===== src/ppmc_params.svh =====
// Register offsets, field positions, reset values and codes of the port mode control block
`ifndef PPMC_PARAMS_SVH
`define PPMC_PARAMS_SVH
`define PPMC_OFF_CTRL 8'h00
`define PPMC_OFF_DIR 8'h04
`define PPMC_OFF_STATUS 8'h08
`define PPMC_OFF_CLEAR 8'h0c
`define PPMC_OFF_ENABLE 8'h10
`define PPMC_OFF_DATA 8'h14
`define PPMC_OFF_CFG_A 8'h18
`define PPMC_OFF_CFG_B 8'h1c
`define PPMC_OFF_FIFO 8'h20
`define PPMC_MODE_MSB 7
`define PPMC_MODE_LSB 5
`define PPMC_FIRQ_BIT 4
`define PPMC_DMA_REQUEST_ENABLE_BIT 3
`define PPMC_SVC_BIT 2
`define PPMC_CTRL_RESET 8'h14
`define PPMC_CFG_A_VALUE 8'h10
`define PPMC_CFG_B_RESET 8'h07
`define PPMC_ST_FAULT 0
`define PPMC_ST_TC 1
`define PPMC_RESP_OKAY 2'b00
`define PPMC_RESP_SLVERR 2'b10
`endif


===== src/ppmc_pkg.sv =====
// Types of the port mode control block
package ppmc_pkg;
  typedef enum logic [2:0] {
    PPMC_MODE_COMPAT = 3'b000,
    PPMC_MODE_BIDIR = 3'b001,
    PPMC_MODE_FIFO = 3'b010,
    PPMC_MODE_ECP = 3'b011,
    PPMC_MODE_EPP = 3'b100,
    PPMC_MODE_RSVD = 3'b101,
    PPMC_MODE_TEST = 3'b110,
    PPMC_MODE_CONFIG = 3'b111
  } ppmc_mode_t;
  typedef struct packed {
    logic [7:0] data_out;
    logic [7:0] data_oe_n;
    logic fifo_flush;
    logic fifo_to_port;
    logic fifo_from_port;
    logic ecp_active;
    logic epp_active;
    logic dma_req;
  } ppmc_port_ctl_t;
endpackage : ppmc_pkg


===== src/ppmc_top.sv =====
// Extended port control register bank with AXI4-Lite slave
// Function
// - Three-bit mode field in bits 7-5 is readable, writable, selects port mode.
// - Mode 000 is compatibility port; FIFO held flushed while selected.
// - Mode 001 lets direction float the eight data drivers.
// - In mode 001 data reads return the data line levels.
// - Mode 010 sends FIFO bytes with compatibility handshake, forward only.
// - Mode 011 forward: data and address queues share one FIFO, sent by ECP.
// - Mode 011 reverse: bytes from peripheral enter the data queue.
// - Mode 100 enables EPP only when configuration also selects EPP.
// - Mode 110 lets host use FIFO without sending on the port.
// - Mode 111 exposes configuration registers A and B; hidden otherwise.
// - Disable bit 0 in ECP mode: interrupt on falling fault edge.
// - Fault interrupt is edge captured, never lost between read and write; code drops an edge seen while disable bit is 1, even after it is cleared.
// - Disable bit 1 suppresses the fault interrupt; bit is read/write.
// - DMA enable 0 blocks every DMA request; 1 permits DMA.
// - With DMA enabled, terminal count sets the service flag.
// - Direction 0 is forward, 1 is reverse into the FIFO.
//
// Added by the designer: the placing of the registers and the AXI4-Lite slave port.
`timescale 1ns/100ps
`include "ppmc_params.svh"
module ppmc_top
  import ppmc_pkg::*;
#(
  parameter bit EPP_CONFIGURED = 1'b1
) (
  // Clock and reset
  input wire logic clk,
  input wire logic rst_n,
  // AXI4-Lite write address and data
  input wire logic [7:0] s_axi_awaddr,
  input wire logic s_axi_awvalid,
  output logic s_axi_awready,
  input wire logic [31:0] s_axi_wdata,
  input wire logic [3:0] s_axi_wstrb,
  input wire logic s_axi_wvalid,
  output logic s_axi_wready,
  // AXI4-Lite write response
  output logic [1:0] s_axi_bresp,
  output logic s_axi_bvalid,
  input wire logic s_axi_bready,
  // AXI4-Lite read
  input wire logic [7:0] s_axi_araddr,
  input wire logic s_axi_arvalid,
  output logic s_axi_arready,
  output logic [31:0] s_axi_rdata,
  output logic [1:0] s_axi_rresp,
  output logic s_axi_rvalid,
  input wire logic s_axi_rready,
  // Port side
  input wire logic [7:0] data_lines_in,
  input wire logic peripheral_fault_n,
  input wire logic dma_terminal_count,
  input wire logic fifo_request,
  output ppmc_port_ctl_t port_ctl,
  // Interrupt
  output logic irq
);

  logic [7:0] ctrl_q;
  logic direction_q;
  logic [7:0] data_q;
  logic [7:0] cfg_b_q;
  logic [7:0] fifo_reg_q;
  logic [1:0] status_q;
  logic [1:0] enable_q;
  logic [2:0] fault_sync_q;
  logic fault_level_q;
  logic [7:0] lines_s1_q;
  logic [7:0] lines_s2_q;
  logic [7:0] lines_s3_q;
  logic [7:0] lines_level_q;
  logic [7:0] lines_level_d;
  logic aw_held_q;
  logic w_held_q;
  logic [7:0] aw_addr_q;
  logic [31:0] w_data_q;
  logic [3:0] w_strb_q;
  ppmc_mode_t mode;
  logic do_write;
  logic fault_fall;
  logic [1:0] clear_bits;
  logic fault_set;
  logic tc_set;

  // Mode decode from the control register
  assign mode = ppmc_mode_t'(ctrl_q[`PPMC_MODE_MSB:`PPMC_MODE_LSB]);

  function automatic logic is_hit(input logic [7:0] a, input logic [7:0] off);
    is_hit = (a[7:2] == off[7:2]);
  endfunction : is_hit

  function automatic logic cfg_visible(input ppmc_mode_t m, input logic [7:0] a);
    cfg_visible = (m == PPMC_MODE_CONFIG) &&
      (is_hit(a, `PPMC_OFF_CFG_A) || is_hit(a, `PPMC_OFF_CFG_B));
  endfunction : cfg_visible

  // Offsets that accept a write in the current mode
  function automatic logic wr_mapped(input ppmc_mode_t m, input logic [7:0] a);
    if (is_hit(a, `PPMC_OFF_CTRL) || is_hit(a, `PPMC_OFF_DIR) || is_hit(a, `PPMC_OFF_CLEAR)) begin
      wr_mapped = 1'b1;
    end else if (is_hit(a, `PPMC_OFF_ENABLE) || is_hit(a, `PPMC_OFF_DATA) || is_hit(a, `PPMC_OFF_FIFO)) begin
      wr_mapped = 1'b1;
    end else begin
      wr_mapped = cfg_visible(m, a);
    end
  endfunction : wr_mapped

  // Modes that move FIFO bytes over the port
  function automatic logic fifo_path(input ppmc_mode_t m);
    fifo_path = (m == PPMC_MODE_FIFO) || (m == PPMC_MODE_ECP);
  endfunction : fifo_path

  // Write channel capture, either order
  assign s_axi_awready = !aw_held_q && !s_axi_bvalid;
  assign s_axi_wready = !w_held_q && !s_axi_bvalid;
  assign do_write = aw_held_q && w_held_q;

  always_ff @(posedge clk) begin
    if (!rst_n) begin
      aw_held_q <= 1'b0;
      w_held_q <= 1'b0;
      aw_addr_q <= 8'h00;
      w_data_q <= 32'h0000_0000;
      w_strb_q <= 4'h0;
    end else begin
      if (s_axi_awvalid && s_axi_awready) begin
        aw_held_q <= 1'b1;
        aw_addr_q <= s_axi_awaddr;
      end else if (do_write) begin
        aw_held_q <= 1'b0;
      end
      if (s_axi_wvalid && s_axi_wready) begin
        w_held_q <= 1'b1;
        w_data_q <= s_axi_wdata;
        w_strb_q <= s_axi_wstrb;
      end else if (do_write) begin
        w_held_q <= 1'b0;
      end
    end
  end

  // Write response
  always_ff @(posedge clk) begin
    if (!rst_n) begin
      s_axi_bvalid <= 1'b0;
      s_axi_bresp <= `PPMC_RESP_OKAY;
    end else if (do_write) begin
      s_axi_bvalid <= 1'b1;
      if (wr_mapped(mode, aw_addr_q)) begin
        s_axi_bresp <= `PPMC_RESP_OKAY;
      end else begin
        s_axi_bresp <= `PPMC_RESP_SLVERR;
      end
    end else if (s_axi_bready) begin
      s_axi_bvalid <= 1'b0;
    end
  end

  // Control, direction, data, configuration B and test FIFO registers
  always_ff @(posedge clk) begin
    if (!rst_n) begin
      ctrl_q <= `PPMC_CTRL_RESET;
      direction_q <= 1'b0;
      data_q <= 8'h00;
      cfg_b_q <= `PPMC_CFG_B_RESET;
      fifo_reg_q <= 8'h00;
    end else if (do_write && w_strb_q[0]) begin
      if (is_hit(aw_addr_q, `PPMC_OFF_CTRL)) begin
        ctrl_q[7:3] <= w_data_q[7:3];
      end else if (is_hit(aw_addr_q, `PPMC_OFF_DIR)) begin
        direction_q <= w_data_q[0];
      end else if (is_hit(aw_addr_q, `PPMC_OFF_DATA)) begin
        data_q <= w_data_q[7:0];
      end else if (cfg_visible(mode, aw_addr_q) && is_hit(aw_addr_q, `PPMC_OFF_CFG_B)) begin
        cfg_b_q[2:0] <= w_data_q[2:0];
      end else if (is_hit(aw_addr_q, `PPMC_OFF_FIFO) && mode != PPMC_MODE_COMPAT) begin
        fifo_reg_q <= w_data_q[7:0];
      end
    end else if (mode == PPMC_MODE_COMPAT) begin
      fifo_reg_q <= 8'h00;
    end
  end

  // Pin synchronisers, change counts once stages two and three agree
  always_ff @(posedge clk) begin
    if (!rst_n) begin
      fault_sync_q <= 3'b111;
      fault_level_q <= 1'b1;
      lines_s1_q <= 8'h00;
      lines_s2_q <= 8'h00;
      lines_s3_q <= 8'h00;
      lines_level_q <= 8'h00;
    end else begin
      fault_sync_q <= {fault_sync_q[1:0], peripheral_fault_n};
      if (fault_sync_q[1] == fault_sync_q[2]) begin
        fault_level_q <= fault_sync_q[2];
      end
      lines_s1_q <= data_lines_in;
      lines_s2_q <= lines_s1_q;
      lines_s3_q <= lines_s2_q;
      lines_level_q <= lines_level_d;
    end
  end

  // Per data line, a change counts once stages two and three agree
  for (genvar gi = 0; gi < 8; gi++) begin : g_line_agree
    assign lines_level_d[gi] = (lines_s2_q[gi] == lines_s3_q[gi]) ? lines_s3_q[gi] : lines_level_q[gi];
  end

  // Falling edge: agreed level was high, newly agreed level is low
  assign fault_fall = fault_level_q && (fault_sync_q[1] == fault_sync_q[2]) && !fault_sync_q[2];

  // Status set events, fault only in ECP mode with the interrupt allowed
  assign fault_set = fault_fall && (mode == PPMC_MODE_ECP) && !ctrl_q[`PPMC_FIRQ_BIT];
  assign tc_set = dma_terminal_count && ctrl_q[`PPMC_DMA_REQUEST_ENABLE_BIT];

  // Sticky status; set wins over clear
  assign clear_bits = (do_write && w_strb_q[0] && is_hit(aw_addr_q, `PPMC_OFF_CLEAR)) ?
    w_data_q[1:0] : 2'b00;

  always_ff @(posedge clk) begin
    if (!rst_n) begin
      status_q <= 2'b00;
    end else begin
      status_q[`PPMC_ST_FAULT] <= fault_set || (status_q[`PPMC_ST_FAULT] && !clear_bits[`PPMC_ST_FAULT]);
      status_q[`PPMC_ST_TC] <= tc_set || (status_q[`PPMC_ST_TC] && !clear_bits[`PPMC_ST_TC]);
    end
  end

  // Interrupt enable register
  always_ff @(posedge clk) begin
    if (!rst_n) begin
      enable_q <= 2'b00;
    end else if (do_write && w_strb_q[0] && is_hit(aw_addr_q, `PPMC_OFF_ENABLE)) begin
      enable_q <= w_data_q[1:0];
    end
  end

  // Level interrupt from enabled status bits
  always_ff @(posedge clk) begin
    if (!rst_n) begin
      irq <= 1'b0;
    end else begin
      irq <= |(status_q & enable_q);
    end
  end

  // Read channel
  assign s_axi_arready = !s_axi_rvalid;

  always_ff @(posedge clk) begin
    if (!rst_n) begin
      s_axi_rvalid <= 1'b0;
      s_axi_rdata <= 32'h0000_0000;
      s_axi_rresp <= `PPMC_RESP_OKAY;
    end else if (s_axi_arvalid && s_axi_arready) begin
      s_axi_rvalid <= 1'b1;
      s_axi_rresp <= `PPMC_RESP_OKAY;
      s_axi_rdata <= 32'h0000_0000;
      if (is_hit(s_axi_araddr, `PPMC_OFF_CTRL)) begin
        s_axi_rdata[7:0] <= {ctrl_q[7:3], ctrl_q[`PPMC_DMA_REQUEST_ENABLE_BIT] & status_q[`PPMC_ST_TC], 2'b00};
      end else if (is_hit(s_axi_araddr, `PPMC_OFF_DIR)) begin
        s_axi_rdata[0] <= direction_q;
      end else if (is_hit(s_axi_araddr, `PPMC_OFF_STATUS)) begin
        s_axi_rdata[1:0] <= status_q;
      end else if (is_hit(s_axi_araddr, `PPMC_OFF_CLEAR)) begin
        s_axi_rdata <= 32'h0000_0000;
      end else if (is_hit(s_axi_araddr, `PPMC_OFF_ENABLE)) begin
        s_axi_rdata[1:0] <= enable_q;
      end else if (is_hit(s_axi_araddr, `PPMC_OFF_DATA)) begin
        s_axi_rdata[7:0] <= (mode == PPMC_MODE_BIDIR) ? lines_level_q : data_q;
      end else if (cfg_visible(mode, s_axi_araddr) && is_hit(s_axi_araddr, `PPMC_OFF_CFG_A)) begin
        s_axi_rdata[7:0] <= `PPMC_CFG_A_VALUE;
      end else if (cfg_visible(mode, s_axi_araddr)) begin
        s_axi_rdata[7:0] <= cfg_b_q;
      end else if (is_hit(s_axi_araddr, `PPMC_OFF_FIFO)) begin
        s_axi_rdata[7:0] <= fifo_reg_q;
      end else begin
        s_axi_rresp <= `PPMC_RESP_SLVERR;
      end
    end else if (s_axi_rready) begin
      s_axi_rvalid <= 1'b0;
    end
  end

  // Port control outputs
  always_ff @(posedge clk) begin
    if (!rst_n) begin
      port_ctl <= '{data_out: 8'h00, data_oe_n: 8'h00, default: 1'b0};
    end else begin
      port_ctl.data_out <= data_q;
      port_ctl.data_oe_n <= {8{direction_q && mode != PPMC_MODE_COMPAT}};
      port_ctl.fifo_flush <= (mode == PPMC_MODE_COMPAT) || (mode == PPMC_MODE_RSVD);
      port_ctl.fifo_to_port <= !direction_q && fifo_path(mode);
      port_ctl.fifo_from_port <= direction_q && mode == PPMC_MODE_ECP;
      port_ctl.ecp_active <= mode == PPMC_MODE_ECP;
      port_ctl.epp_active <= mode == PPMC_MODE_EPP && EPP_CONFIGURED;
      port_ctl.dma_req <= ctrl_q[`PPMC_DMA_REQUEST_ENABLE_BIT] && fifo_request && !status_q[`PPMC_ST_TC] &&
        (fifo_path(mode) || mode == PPMC_MODE_TEST);
    end
  end

endmodule : ppmc_top


===== config.mk =====
export PLATFORM = sky130hd
export DESIGN_NAME = ppmc_top
export DESIGN_NICKNAME = d
export VERILOG_FILES = /design/src/ppmc_pkg.sv /design/src/ppmc_top.sv
export VERILOG_INCLUDE_DIRS = /design/src
export SDC_FILE = /design/constraint.sdc
export NUM_CORES = 1
export LEC_CHECK = 0
export ABC_CLOCK_PERIOD_IN_PS = 2500
export BUFFER_PORTS_ARGS = -buffer_cell sky130_fd_sc_hd__buf_2
export CAP_MARGIN = 30
export CELL_PAD_IN_SITES_DETAIL_PLACEMENT = 0
export CELL_PAD_IN_SITES_GLOBAL_PLACEMENT = 1
export CORE_UTILIZATION = 39
export DETAILED_ROUTE_END_ITERATION = 8
export PLACE_DENSITY_LB_ADDON = 0.1
export SLEW_MARGIN = 25
export SYNTH_ARGS = -nofsm -noshare
export SYNTH_HDL_FRONTEND = slang
export SYNTH_SLANG_ARGS = --single-unit

===== constraint.sdc =====
create_clock -name clk -period 2.5 [get_ports clk]
set_clock_uncertainty 0.2 [all_clocks]
set_input_delay 0.25 -clock clk [delete_from_list [all_inputs] [get_ports clk]]
set_output_delay 0.25 -clock clk [all_outputs]
set_load 0.01 [all_outputs]

==> results.md <==
- The layout-stage area growth over the synthesis result is 20.1%.
- The required time of the worst setup path is 2.55 ns.
- By area the synthesized netlist is led by dfxtp_1 (48%), buf_4 (5.4%), mux2i_1 (5.2%).
- The kind of start point of the critical path is a register.
- The final antenna diode count is 0.
- The signal arrival time at the worst endpoint is 2.10 ns.
- The number of register bits inferred by synthesis is 110.
- The routed wirelength normalized by instance count is 14.1 microns.
- After the last flow step, the layout net total stands at 638.
- The final setup violation count is 0.
- Summed over all nets, wire length on met2 after detailed routing comes to 4620 microns.
- The number of warning messages in the yosys log is 0.
- After detailed routing, the number of vias per cell comes to 4.89.
- The share of the cycle needed by the critical path after routing is 0.819.
- The total clock buffers created by CTS is 9.
- The count of unresolved DRC violations after routing is 0.
- The core outline area is 11500 sq um.
- The transition time at the pin with the least slew margin is 0.633 ns.
- The buffer levels on the longest clock path is 2.
- Power comes to 3.49 mW.
- The number of failing hold endpoints at the final stage is 0.
- Summed over all cells, the static leakage comes to 2.33 nW.
- Wire segments on met3 add up to 420 microns in the final route.
- The number of placed I/O pins is 134.
- Headroom to the max-slew limit came out at 0.578.
- The most instantiated flip-flop cell in the synthesis netlist is dfxtp_1.
- The largest total area in the synthesized netlist belongs to dfxtp_1.
- The remaining global-route overflow is 0.
- The part of the total power dissipated in combinational logic is 0.078.
- The die is 111 microns tall.
- The final critical delay including setup and external delays is 2.05 ns.
- Max-cap violations in this run came to 0.
- The highest attainable clock frequency is 488 MHz.
- The number of setup buffers added after CTS is 0.
- The TritonCTS sink count is 110.
- The largest net degree at the start of global routing is 82.
- The worst hold slack after final layout is 0.0556 ns.
- Of the post-synthesis cell area, the dominant cell type holds 0.478.
- By instance count, the leading cell after synthesis is dfxtp_1.
- In this run the horizontal extent of the chip is 111 microns.
- The H-tree level count is 3.
- The number of routed nets with antenna violations is 0.
- The class of the most critical setup path is reg2reg.
- The worst hold path depth is 3.
- The power density over the cells is 631 nW/um^2.
- The maximum resistive drop on vdd is 0.000387 V.
- In the synthesized netlist the async set-or-reset flop fraction comes to 0.
- The average instance in the mapped netlist occupies 9.61 sq um.
- The via count of the first global-routing pass is 3294.
- The startpoint identified for the worst register-to-register timing path is ctrl_q[7].
- The number of cells in the finished layout apart from fillers is 714.
- The reg2reg setup slack is 0.45 ns.
- The clock reaches the later pin of the worst-skew pair after 0.35 ns.
- The cell-internal power is 2.70 mW.
- The worst register-to-register path has a depth of 5.
- The end of the worst register-to-register path is s_axi_rdata[0].
- The cell area after synthesis is 4600 sq um.
- The run finished with clean final reports.
- The type of the most critical hold path is in2reg.
- In the final timing run, aggregate negative setup slack is 0 ns.
- The post-detailed-routing wire length is 10100 microns.
- Of the total power, registers draw 0.530.
- The largest driver fanout on the critical path is 6.
- Counting every instance in the synthesized netlist gives 479.
- The total placed cells including tap cells is 671.
- The share of the Yosys chip area taken by registers is 0.478.
- The first global-routing pass estimated 16700 microns of wire.
- The synthesized design contains 0 enable-type register cells.
- The starting utilization of the core area is 0.401.
- For this run, the total global-route usage over all layers was measured as 0.173.
- The floorplan step defined a die boundary enclosing 12200 sq um.
- Input and output buffers added on the ports amount to 76.
- TritonCTS built the clock tree.
- Routability-driven placement finished with a final weighted congestion of 0.817.
- The switching share of power is 0.226.
- Of the total power, the clock network draws 0.392.
- The root cell of the clock tree is clkbuf_16.
- The total number of placement rows is 39.
- The detailed router placed 3495 vias in this run.
- The detailed router finished its first iteration with 176 violations.
- The wire length on met1 is 4860 microns.
- The number of gates resized after CTS was 0.
- The highest metal layer carrying signal wires in the routed design is met4.
- The net switching power is 0.788 mW.
- Setup repair after global routing left no endpoint under its margin.
- The number of max-slew violations in the final report is 0.
- The initial antenna violation count is 0.
- The hold path endpoint is port_ctl[4].
- Clock-pin slew was measured on the worst setup and hold paths at 0.07 ns.
- The total iterations of the first detailed-routing run is 5.
- The number of unique standard cell types used by synthesis is 57.
- The wire-length estimate of the detail-placed layout is 6980 microns.
- Ranked by instance count, the synthesized netlist is headed by dfxtp_1 (110), nand2_1 (46), and2_1 (36).
- The worst hold path begins at rst_n.
- STA classifies the critical path endpoint as a register.
- The share of post-route cells with drive strength above 1 is 0.196.
[stage by stage]
step	utilization	cell area [sq um]	worst slack, ns
3_5_place_dp	0.433	4960	0.447
6_report	0.482	5530	0.452
2_1_floorplan	-	4700	0.519
5_1_grt	0.482	5530	0.389
3_3_place_gp	0.433	4960	0.467
4_1_cts	0.482	5530	0.443
[per-layer routing]
layer  up-vias  track usage
met1      1623        0.231
met4         0       0.0800
met2        85        0.267
li1       1775            -
met3        12       0.0357
met5         -            0
[layout by cell type, fill, tap and decap left out, types with 3 or more instances in the layout]
| cell | instances |
|---|---|
| inv_1 | 5 |
| and3_1 | 5 |
| o211ai_1 | 6 |
| and4_1 | 3 |
| clkbuf_1 | 3 |
| o21ai_0 | 16 |
| mux2_2 | 7 |
| a21boi_0 | 29 |
| nor2_1 | 9 |
| nor3_1 | 6 |
| dlygate4sd3_1 | 29 |
| nand4_1 | 3 |
| a222oi_1 | 3 |
| nand2_1 | 46 |
| nand2b_1 | 8 |
| o21a_1 | 3 |
| a21oi_1 | 9 |
| clkbuf_16 | 9 |
| dfxtp_1 | 110 |
| nand3_1 | 18 |
| nor2b_1 | 27 |
| and2_1 | 36 |
| buf_4 | 9 |
| mux2i_1 | 24 |
| buf_2 | 76 |
| conb_1 | 26 |
[cell families (layout without fill, tap and decap cells)]
kind of cell    after synthesis  count (layout)  share of synthesized area
buf+inv                      66             133                     0.0821
flops                       110             110                      0.478
xor+xnor                      1               1                    0.00190
compound gates               85              85                      0.130
other cells                   1              26                   0.000815
simple gates                185             185                      0.237
mux                          31              31                     0.0693
[layout make-up]
cell class | count | area (sq um)
fillers | 1105 | 5940
flip-flops and latches | 110 | 2200
multi-input cells | 328 | 2120
repair buffers | 114 | 738
clock buffers | 12 | 236
well taps | 143 | 179
clock inverters | 2 | 35.0
inverters | 5 | 18.8
[critical path, stage by stage (launching register included)]
cell      delay [ns]
dfxtp_1         0.41
nor3b_2         0.48
buf_4           0.24
o211ai_1        0.11
a221o_1         0.35
a21o_1          0.16
[what timing repair did]
item	CTS	global route
setup endpoints to repair	0	0
hold buffers	29	0
hold endpoints to repair	28	0
[how the worst max path moves through the flow]
stage / slack, ns / depth (start not counted) / startpoint / endpoint
final: 0.45 / 5 / ctrl_q[7] / s_axi_rdata[0]
after global routing: 0.39 / 5 / ctrl_q[7] / s_axi_rdata[0]
after detailed placement: 0.45 / 5 / ctrl_q[7] / s_axi_rdata[1]
after global placement: 0.47 / 5 / ctrl_q[7] / s_axi_rdata[1]
after CTS: 0.44 / 5 / ctrl_q[7] / s_axi_rdata[1]
after floorplan: 0.52 / 5 / ctrl_q[6] / s_axi_rdata[7]
[state kept, by name, indices dropped and copies added (netlist names), 2 cells and up]
register       cells
s_axi_rdata        8
fault_sync_q       3
aw_addr_q          6
lines_s1_q         8
ctrl_q             5
status_q           2
lines_s2_q         8
enable_q           2
port_ctl          15
cfg_b_q            3
fifo_reg_q         8
w_data_q           8
data_q             8
lines_s3_q         8
lines_level_q      8
[power groups by stage]
stage,logic (mW),registers (mW),clock network [mW]
after detailed placement,0.237,1.89,0
after CTS,0.272,1.85,1.40
after global routing,0.305,1.86,1.47
final,0.271,1.85,1.37
after global placement,0.235,1.89,0
after floorplan,0.191,1.88,0
Power figures use the tool's default switching activity.
